==> src/psdp_defines.svh <==
`ifndef PSDP_DEFINES_SVH
`define PSDP_DEFINES_SVH

// ----------------------------------------------------------------
// Register map
// ----------------------------------------------------------------
`define PSDP_ADDR_DATA   12'h248
`define PSDP_ADDR_DIR    12'h24C
`define PSDP_ADDR_PIN    12'h250
`define PSDP_ADDR_OWN    12'h254
`define PSDP_DATA_RST    8'h00
`define PSDP_DIR_RST     8'h00
`define PSDP_OE_N_RST    8'hFF
`define PSDP_RD_PAD      24'h000000
`define PSDP_RD_ZERO     32'h00000000

// ----------------------------------------------------------------
// Pin positions
// ----------------------------------------------------------------
`define PSDP_BIT_SDA     7
`define PSDP_BIT_MISO    4
`define PSDP_BIT_SCL     4
`define PSDP_BIT_CANTX   3
`define PSDP_BIT_CANRX   2
`define PSDP_BIT_TXD     1
`define PSDP_BIT_RXD     0
`define PSDP_SPI_LINES   4
`define PSDP_SPI_SS      3
`define PSDP_PWM_TXD     7
`define PSDP_PWM_RXD     6
`define PSDP_PWM_SDA     3
`define PSDP_PWM_SCK     2
`define PSDP_BIT_SCK     6
`define PSDP_BIT_MOSI    5
`define PSDP_SPI_SCK     2
`define PSDP_SPI_MOSI    1
`define PSDP_SPI_MISO    0
`define PSDP_PWM_MOSI    1
`define PSDP_PWM_MISO    0

`endif

==> src/psdp_pkg.sv <==
package psdp_pkg;

	// ------------------------------------------------------------
	// Bus slave states
	// ------------------------------------------------------------
	typedef enum logic [1:0] {
		PSDP_ST_IDLE = 2'h1,
		PSDP_ST_ACK  = 2'h2
	} psdp_apb_st_t;

	// ------------------------------------------------------------
	// Peripheral side requests toward the pins
	// ------------------------------------------------------------
	typedef struct packed {
		logic       spi_en;
		logic [3:0] spi_do;
		logic [3:0] spi_doe;
		logic       iic_en;
		logic       iic_sda;
		logic       iic_scl;
		logic [7:0] pwm_en;
		logic [7:0] pwm_do;
		logic       can_en;
		logic       can_tx;
		logic       sci_en;
		logic       sci_txd;
	} psdp_periph_t;

	// ------------------------------------------------------------
	// Pin levels returned to peripherals
	// ------------------------------------------------------------
	typedef struct packed {
		logic [3:0] spi_di;
		logic       iic_sda_in;
		logic       iic_scl_in;
		logic       can_receive_pin;
		logic       sci_rxd;
	} psdp_return_t;

	// ------------------------------------------------------------
	// Whole module state
	// ------------------------------------------------------------
	typedef struct packed {
		psdp_apb_st_t st;
		logic [7:0]   data_reg;
		logic [7:0]   dir_reg;
		logic [7:0]   own_reg;
		logic [31:0]  prdata;
		logic         pready;
		logic         pslverr;
		logic [7:0]   pin_out;
		logic [7:0]   pin_oe_n;
		psdp_return_t ret;
	} psdp_state_t;

endpackage : psdp_pkg

==> src/psdp_port.sv <==
// How it works
// [RULE1] Read: output bits give register, inputs give pin
// [RULE2] GPIO output drives stored bit onto pin
// [RULE3] Data register anytime access, clears on reset
// [RULE4] Bit 7: SPI select beats IIC, PWM3, GPIO
// [RULE5] Bit 7: IIC data beats PWM3 and GPIO
// [RULE6] Bit 7: PWM3 beats GPIO
// [RULE7] Bit 6: SPI clock beats PWM2 and GPIO
// [RULE8] Bit 6: PWM2 beats GPIO
// [RULE9] Bit 5: SPI MOSI beats PWM1 and GPIO
// [RULE10] Bit 5: PWM1 beats GPIO
// [RULE11] Bit 4: SPI MISO beats IIC, PWM0, GPIO
// [RULE12] Bit 4: IIC clock beats PWM0 and GPIO
// [RULE13] Bit 4: PWM0 beats GPIO
// [RULE14] Bits 3/2: CAN transmit and receive beat GPIO
// [RULE15] Bit 1: SCI transmit beats PWM7 and GPIO
// [RULE16] Bit 1: PWM7 beats GPIO
// [RULE17] Bit 0: SCI receive beats PWM6 and GPIO
// [RULE18] Bit 0: PWM6 beats GPIO
// [RULE19] Direction 1 is output, 0 is input
// [RULE20] IIC owned pin is open-drain output
// [RULE21] Enabled PWM forces its pin output
// [RULE22] Writes still stored while function owns pin
//
// Local design decision: the APB register port.
`include "psdp_defines.svh"

module psdp_port (
	input  wire logic                  mclk_i,
	input  wire logic                  srst_i,
	input  wire logic                  psel_i,
	input  wire logic                  penable_i,
	input  wire logic                  pwrite_i,
	input  wire logic [11:0]           paddr_i,
	input  wire logic [31:0]           pwdata_i,
	output logic      [31:0]           prdata_o,
	output logic                       pready_o,
	output logic                       pslverr_o,
	input  wire logic [7:0]            pin_in_i,
	output logic      [7:0]            pin_out_o,
	output logic      [7:0]            pin_oe_n_o,
	input  wire psdp_pkg::psdp_periph_t per_i,
	output psdp_pkg::psdp_return_t     ret_o
);

	psdp_pkg::psdp_state_t cur;
	psdp_pkg::psdp_state_t nxt;
	logic [7:0]            own;
	logic [7:0]            aout;
	logic [7:0]            aoen;
	logic [7:0]            rd_data;
	logic                  setup;
	logic                  wr_acc;

	assign setup  = psel_i & ~penable_i;
	assign wr_acc = psel_i & penable_i & cur.pready & pwrite_i;

	// ------------------------------------------------------------
	// Pin ownership and next state
	// ------------------------------------------------------------
	always_comb begin
		int b;
		b    = 0;
		nxt  = cur;
		own  = '0;
		aout = '0;
		aoen = '1;

		// Upper nibble: SPI, then IIC, then PWM channel b-4
		for (int i = 0; i < `PSDP_SPI_LINES; i++) begin
			b = i + `PSDP_BIT_MISO;
			if (per_i.spi_en) begin // RULE4 RULE7 RULE9 RULE11
				own[b]  = 1'b1;
				aout[b] = per_i.spi_do[i];
				aoen[b] = ~per_i.spi_doe[i];
			end else if (per_i.iic_en && b == `PSDP_BIT_SDA) begin // RULE5
				own[b]  = 1'b1;
				aout[b] = 1'b0;
				aoen[b] = per_i.iic_sda; // RULE20
			end else if (per_i.iic_en && b == `PSDP_BIT_SCL) begin // RULE12
				own[b]  = 1'b1;
				aout[b] = 1'b0;
				aoen[b] = per_i.iic_scl; // RULE20
			end else if (per_i.pwm_en[i]) begin // RULE6 RULE8 RULE10 RULE13
				own[b]  = 1'b1;
				aout[b] = per_i.pwm_do[i];
				aoen[b] = 1'b0; // RULE21
			end
		end

		// CAN pair
		if (per_i.can_en) begin // RULE14
			own[`PSDP_BIT_CANTX]  = 1'b1;
			aout[`PSDP_BIT_CANTX] = per_i.can_tx;
			aoen[`PSDP_BIT_CANTX] = 1'b0;
			own[`PSDP_BIT_CANRX]  = 1'b1;
		end

		// SCI transmit, then PWM7
		if (per_i.sci_en) begin // RULE15
			own[`PSDP_BIT_TXD]  = 1'b1;
			aout[`PSDP_BIT_TXD] = per_i.sci_txd;
			aoen[`PSDP_BIT_TXD] = 1'b0;
		end else if (per_i.pwm_en[`PSDP_PWM_TXD]) begin // RULE16
			own[`PSDP_BIT_TXD]  = 1'b1;
			aout[`PSDP_BIT_TXD] = per_i.pwm_do[`PSDP_PWM_TXD];
			aoen[`PSDP_BIT_TXD] = 1'b0; // RULE21
		end

		// SCI receive, then PWM6
		if (per_i.sci_en) begin // RULE17
			own[`PSDP_BIT_RXD] = 1'b1;
		end else if (per_i.pwm_en[`PSDP_PWM_RXD]) begin // RULE18
			own[`PSDP_BIT_RXD]  = 1'b1;
			aout[`PSDP_BIT_RXD] = per_i.pwm_do[`PSDP_PWM_RXD];
			aoen[`PSDP_BIT_RXD] = 1'b0; // RULE21
		end

		// Free pins fall back to general purpose I/O
		for (int i = 0; i < 8; i++) begin
			if (own[i]) begin
				nxt.pin_out[i]  = aout[i];
				nxt.pin_oe_n[i] = aoen[i];
			end else begin
				nxt.pin_out[i]  = cur.data_reg[i]; // RULE2
				nxt.pin_oe_n[i] = ~cur.dir_reg[i]; // RULE19
			end
		end
		nxt.own_reg = own;

		// Pin levels back to the peripherals
		nxt.ret.spi_di          = pin_in_i[7:4];
		nxt.ret.iic_sda_in      = pin_in_i[`PSDP_BIT_SDA];
		nxt.ret.iic_scl_in      = pin_in_i[`PSDP_BIT_SCL];
		nxt.ret.can_receive_pin = pin_in_i[`PSDP_BIT_CANRX];
		nxt.ret.sci_rxd         = pin_in_i[`PSDP_BIT_RXD];

		// Read source follows the direction bit
		rd_data = (cur.dir_reg & cur.data_reg) |
			(~cur.dir_reg & pin_in_i); // RULE1

		// APB slave: one wait-free access phase
		unique case (cur.st)
			psdp_pkg::PSDP_ST_IDLE: begin
				nxt.pready  = 1'b0;
				nxt.pslverr = 1'b0;
				if (setup) begin
					nxt.st      = psdp_pkg::PSDP_ST_ACK;
					nxt.pready  = 1'b1;
					nxt.prdata  = `PSDP_RD_ZERO;
					case (paddr_i)
						`PSDP_ADDR_DATA: begin
							if (!pwrite_i)
								nxt.prdata = {`PSDP_RD_PAD, rd_data};
						end
						`PSDP_ADDR_DIR: begin
							if (!pwrite_i)
								nxt.prdata = {`PSDP_RD_PAD, cur.dir_reg};
						end
						`PSDP_ADDR_PIN: begin
							if (!pwrite_i)
								nxt.prdata = {`PSDP_RD_PAD, pin_in_i};
						end
						`PSDP_ADDR_OWN: begin
							if (!pwrite_i)
								nxt.prdata = {`PSDP_RD_PAD, cur.own_reg};
						end
						default: nxt.pslverr = 1'b1;
					endcase
				end
			end
			psdp_pkg::PSDP_ST_ACK: begin
				if (psel_i && penable_i) begin
					if (wr_acc && paddr_i == `PSDP_ADDR_DATA)
						nxt.data_reg = pwdata_i[7:0]; // RULE3 RULE22
					if (wr_acc && paddr_i == `PSDP_ADDR_DIR)
						nxt.dir_reg = pwdata_i[7:0];
					nxt.st      = psdp_pkg::PSDP_ST_IDLE;
					nxt.pready  = 1'b0;
					nxt.pslverr = 1'b0;
				end
			end
			default: begin
				nxt.st     = psdp_pkg::PSDP_ST_IDLE;
				nxt.pready = 1'b0;
			end
		endcase

		if (srst_i) begin
			nxt          = '0;
			nxt.st       = psdp_pkg::PSDP_ST_IDLE;
			nxt.data_reg = `PSDP_DATA_RST; // RULE3
			nxt.dir_reg  = `PSDP_DIR_RST;
			nxt.pin_oe_n = `PSDP_OE_N_RST;
		end
	end

	always_ff @(posedge mclk_i) begin
		cur <= nxt;
	end

	assign prdata_o   = cur.prdata;
	assign pready_o   = cur.pready;
	assign pslverr_o  = cur.pslverr;
	assign pin_out_o  = cur.pin_out;
	assign pin_oe_n_o = cur.pin_oe_n;
	assign ret_o      = cur.ret;

	generate
		for (genvar g = 0; g < 8; g++) begin : g_chk

		end
	endgenerate
endmodule : psdp_port

==> config.mk <==
export PLATFORM = sky130hd
export DESIGN_NAME = psdp_port
export DESIGN_NICKNAME = d
export VERILOG_FILES = /design/src/psdp_pkg.sv /design/src/psdp_port.sv
export VERILOG_INCLUDE_DIRS = /design/src
export SDC_FILE = /design/constraint.sdc
export NUM_CORES = 1
export LEC_CHECK = 0
export ABC_AREA = 1
export BUFFER_PORTS_ARGS = -buffer_cell sky130_fd_sc_hd__buf_4
export CAP_MARGIN = 10
export CORE_ASPECT_RATIO = 1.2
export CORE_UTILIZATION = 42
export CTS_CLUSTER_SIZE = 24
export DETAILED_ROUTE_END_ITERATION = 12
export PLACE_DENSITY_LB_ADDON = 0.08
export SLEW_MARGIN = 20
export SYNTH_ARGS = -nofsm -noshare
export SYNTH_HDL_FRONTEND = slang
export SYNTH_SLANG_ARGS = --single-unit
==> constraint.sdc <==
create_clock -name mclk_i -period 1.3 [get_ports mclk_i]
set_input_delay 0.195 -clock mclk_i [delete_from_list [all_inputs] [get_ports mclk_i]]
set_output_delay 0.195 -clock mclk_i [all_outputs]
set_load 0.005 [all_outputs]
==> metrics.md <==
| Metric | Value |
|---|---|
| Outcome | `complete, but fails checks` |
| Violated checks | `setup timing` |
| Longest Clk Path Bufs | `2` |
| R2R Path Start | `cur[83]` |
| Hold WC Path Type | `in2reg` |
| Commonest non-fill, non-tap cell in the layout | `buf_4` |
| Clock H-tree levels | `3` |
| # clock sinks | `57` |
| Hold_sp | `per_i[25]` |
| Clock power share | `~41%` |
| Filler cell count | `733` |
| RSZ-0062 raised after global routing | `yes` |
| Seq/Total Area, Yosys | `between 30% and 40%` |
| DR vias | `roughly 2900` |
| Placed instance area | `~3700 µm²` |
| Die Y | `a little under 100 µm` |
| Full die area | `7740 µm²` |
| Peak VDD IR | `around 0.63 mV` |
| Worst skew pair latency | `0.34 ns` |
| # setup viols final | `16` |
| Die X-Extent | `approximately 80 µm` |
| Simple-gate share of the synthesized area | `about a third` |
| Switching part of the total | `24.37%` |
| Fraction of layout cells with a size suffix above 1 | `just under 30%` |
| CP Data Required Time | `1.57 ns` |
| Ant diodes | `0` |
| Endpoints failing hold | `0` |
| Max_cap viols | `0` |
| Inserted Clock Buffers | `9` |
| Most frequent cells in the layout | `108 x buf_4, 95 x nor2_1, 68 x nand2_1` |
| Crit path launch | `cur[83]` |
| # port buffers | `between 90 and 100` |
| Switching power | `958.2 µW` |
| Crit. End Element | `register` |
| WS Path Type | `reg2reg` |
| Root Buffer | `clkbuf_8` |
| Pin count of the biggest net entering global routing | `32` |
| Total track usage | `between 10% and 20%` |
| Iteration-0 DRC Markers | `118` |
| Post-Layout Inst Area | `3943 µm²` |
| DR pass1 iterations | `4` |
| Comb pwr share | `roughly an eighth` |
| Syn avg cell area | `slightly below 7 µm²` |
| Clock-pin transition on the worst setup and hold timing paths | `0.07 ns` |
| Vias per cell | `roughly 4.6` |
| PwrDens | `997.4 nW/µm²` |
| Final clock skew | `between 0.009 and 0.01 ns` |
| Max Fclk | `about 690 MHz` |
| Routed Antenna Nets | `0` |
| Crit path time final | `around 1.4 ns` |
| Critical path launch point type | `register` |
| Row count | `33` |
| Register bit count reported by yosys | `57` |
| Ys Warns | `0` |
| Synth Area in XOR/XNOR | `0%` |
| Fin nets | `a little over 600` |
| IO Count | `around 150` |
| First-pass GRT wire length | `10.88 mm` |
| Routed WL | `about 7.0 mm` |
| Area grow syn2layout | `27.01%` |
| Compound-Gate Fraction of Synth Area | `8.182%` |
| Crit path max fanout | `8` |
| Distinct cells, synth | `29` |
| Worst endpoint data arrival time | `roughly 1.7 ns` |
| Vias in the first global route | `2444` |
| Core area | `6978 µm²` |
| Period utilisation layout | `111.1%` |
| Avg WL per Cell | `between 10 and 15 µm` |
| Synthesized instance count | `~460` |
| Post-synthesis mux area share | `less than 1%` |
| Static leakage | `about 2.0 nW` |
| Initial Util | `44.49%` |
| Flop pwr share | `between 40% and 50%` |
| Hold-fix buffers, CTS | `0` |
| Overall Power | `between 3 and 4 mW` |
| Drt drc | `0` |
| Internal | `a little under 3 mW` |
| Half-perimeter wire length after placement | `approximately 5.2 mm` |
| Adder-Cell Fraction of Synth Area | `0%` |
| Initial antenna violation count | `0` |
| Final worst slack | `-0.1438 ns` |
| Max-slew violations | `0` |
| Total grt overflow | `0` |
| TritonCTS clock tree | `done` |
| Mapped Area | `between 3000 and 4000 µm²` |
| Routability cong. | `just over 0.8` |
| Largest family of logic cells by synthesized area | `simple AND/OR/NAND/NOR gates` |
timing repair:
| item | 4_1_cts | 5_1_grt |
|---|---|---|
| pin swaps | 0 | 4 |
| resized for setup | 0 | 15 |
| setup buffers | 0 | 3 |
| endpoints found under the setup margin | 16 | 24 |
| cloned | 0 | 2 |
per-layer routing:
layer / global-route usage, % / part of all wire, % / vias to the layer above
li1: - / - / 1501
met3: 4.645 / 5.7 / 12
met5: 0 / 0 / -
met4: 7.589 / 1.8 / 0
met2: 29.52 / 48 / 84
met1: 23.66 / 45 / 1259
cell usage after synthesis:
master      n  share of area [%]
a21oi_1    14                2.3
a221oi_1    2               0.56
a22o_1      1               0.28
a31oi_1     2               0.40
buf_1       3               0.36
buf_2       1               0.16
buf_4      56                 14
buf_6       2               0.73
clkbuf_1    8               0.97
conb_1      1               0.12
dfxtp_1    57                 37
inv_1      45                5.4
inv_2       4               0.48
mux2i_1     1               0.32
nand2_1    73                8.8
nand2_2     2               0.40
nand3_1    36                5.8
nand3_4     1               0.56
nand3b_1    2               0.48
nor2_1     99                 12
nor2_2      6                1.2
nor2_4      3                1.1
nor3_1      7                1.1
nor3b_1     1               0.24
nor3b_4     2                1.2
o2111ai_1   2               0.56
o211ai_1    1               0.24
o21ai_0    16                2.6
o21ai_1     8                1.3
through the flow:
step	utilization [%]	TNS [ns]	std cells	worst slack [ns]	hold slack, ns
CTS	55.21	-1.041	619	-0.07390	0.02045
global placement	52.43	-1.018	604	-0.06158	0.3813
floorplan	-	-0.2090	479	-0.05224	0.2711
finish	56.50	-1.346	624	-0.1438	0.03434
global route	56.50	-3.211	624	-0.2490	0.02698
detailed placement	52.43	-1.124	604	-0.05764	0.3876
registers in the layout, indices dropped and copies added (netlist names):
register	count
pin_out_o	8
pin_oe_n_o	8
cur	25
pready_o	1
ret_o	6
pslverr_o	1
prdata_o	8
worst max-delay path, stage by stage, from the launching register on:
cell and delay (ns):
dfxtp_2 0.32, inv_2 0.03, nor2_2 0.08, inv_2 0.05, nor2_4 0.09, nand3_4 0.09, nor3b_4 0.33, clkbuf_16 0.23
nor2_1 0.04, nor2_1 0.10
power by group through the flow:
stage / Sequential [mW] / Clock, mW / Combinational, mW
floorplan: 1.85 / 0 / 0.309
finish: 1.82 / 1.62 / 0.491
global placement: 1.86 / 0 / 0.472
CTS: 1.82 / 1.66 / 0.478
detailed placement: 1.86 / 0 / 0.478
global route: 1.82 / 1.75 / 0.550
cell families (layout without fill, tap and decap cells):
group           count (synthesis)  in the layout
simple gates                  232            232
buf+inv                       119            177
flops                          57             57
compound gates                 46             46
other cells                     1             24
mux                             1              1
cell type report:
cell class	count	area (µm²)	area share [%]
Clock inverter	5	56.30	1.428
Clock buffer	10	137.6	3.491
Inverter	49	187.7	4.760
Timing Repair Buffer	113	900.9	22.85
Multi-Input combinational cell	303	1409	35.73
Tap cell	87	108.9	2.761
Sequential cell	57	1142	28.98
worst paths after layout:
path / cells past startpoint / to / slack [ns]
worst min register to register: 1 / pin_oe_n_o[2] / 0.44
worst max register to register: 9 / cur[78] / -0.14
worst min-delay path: 2 / pin_oe_n_o[6] / 0.03
worst max-delay path: 9 / cur[78] / -0.14
(Power assumes the default switching activity.)
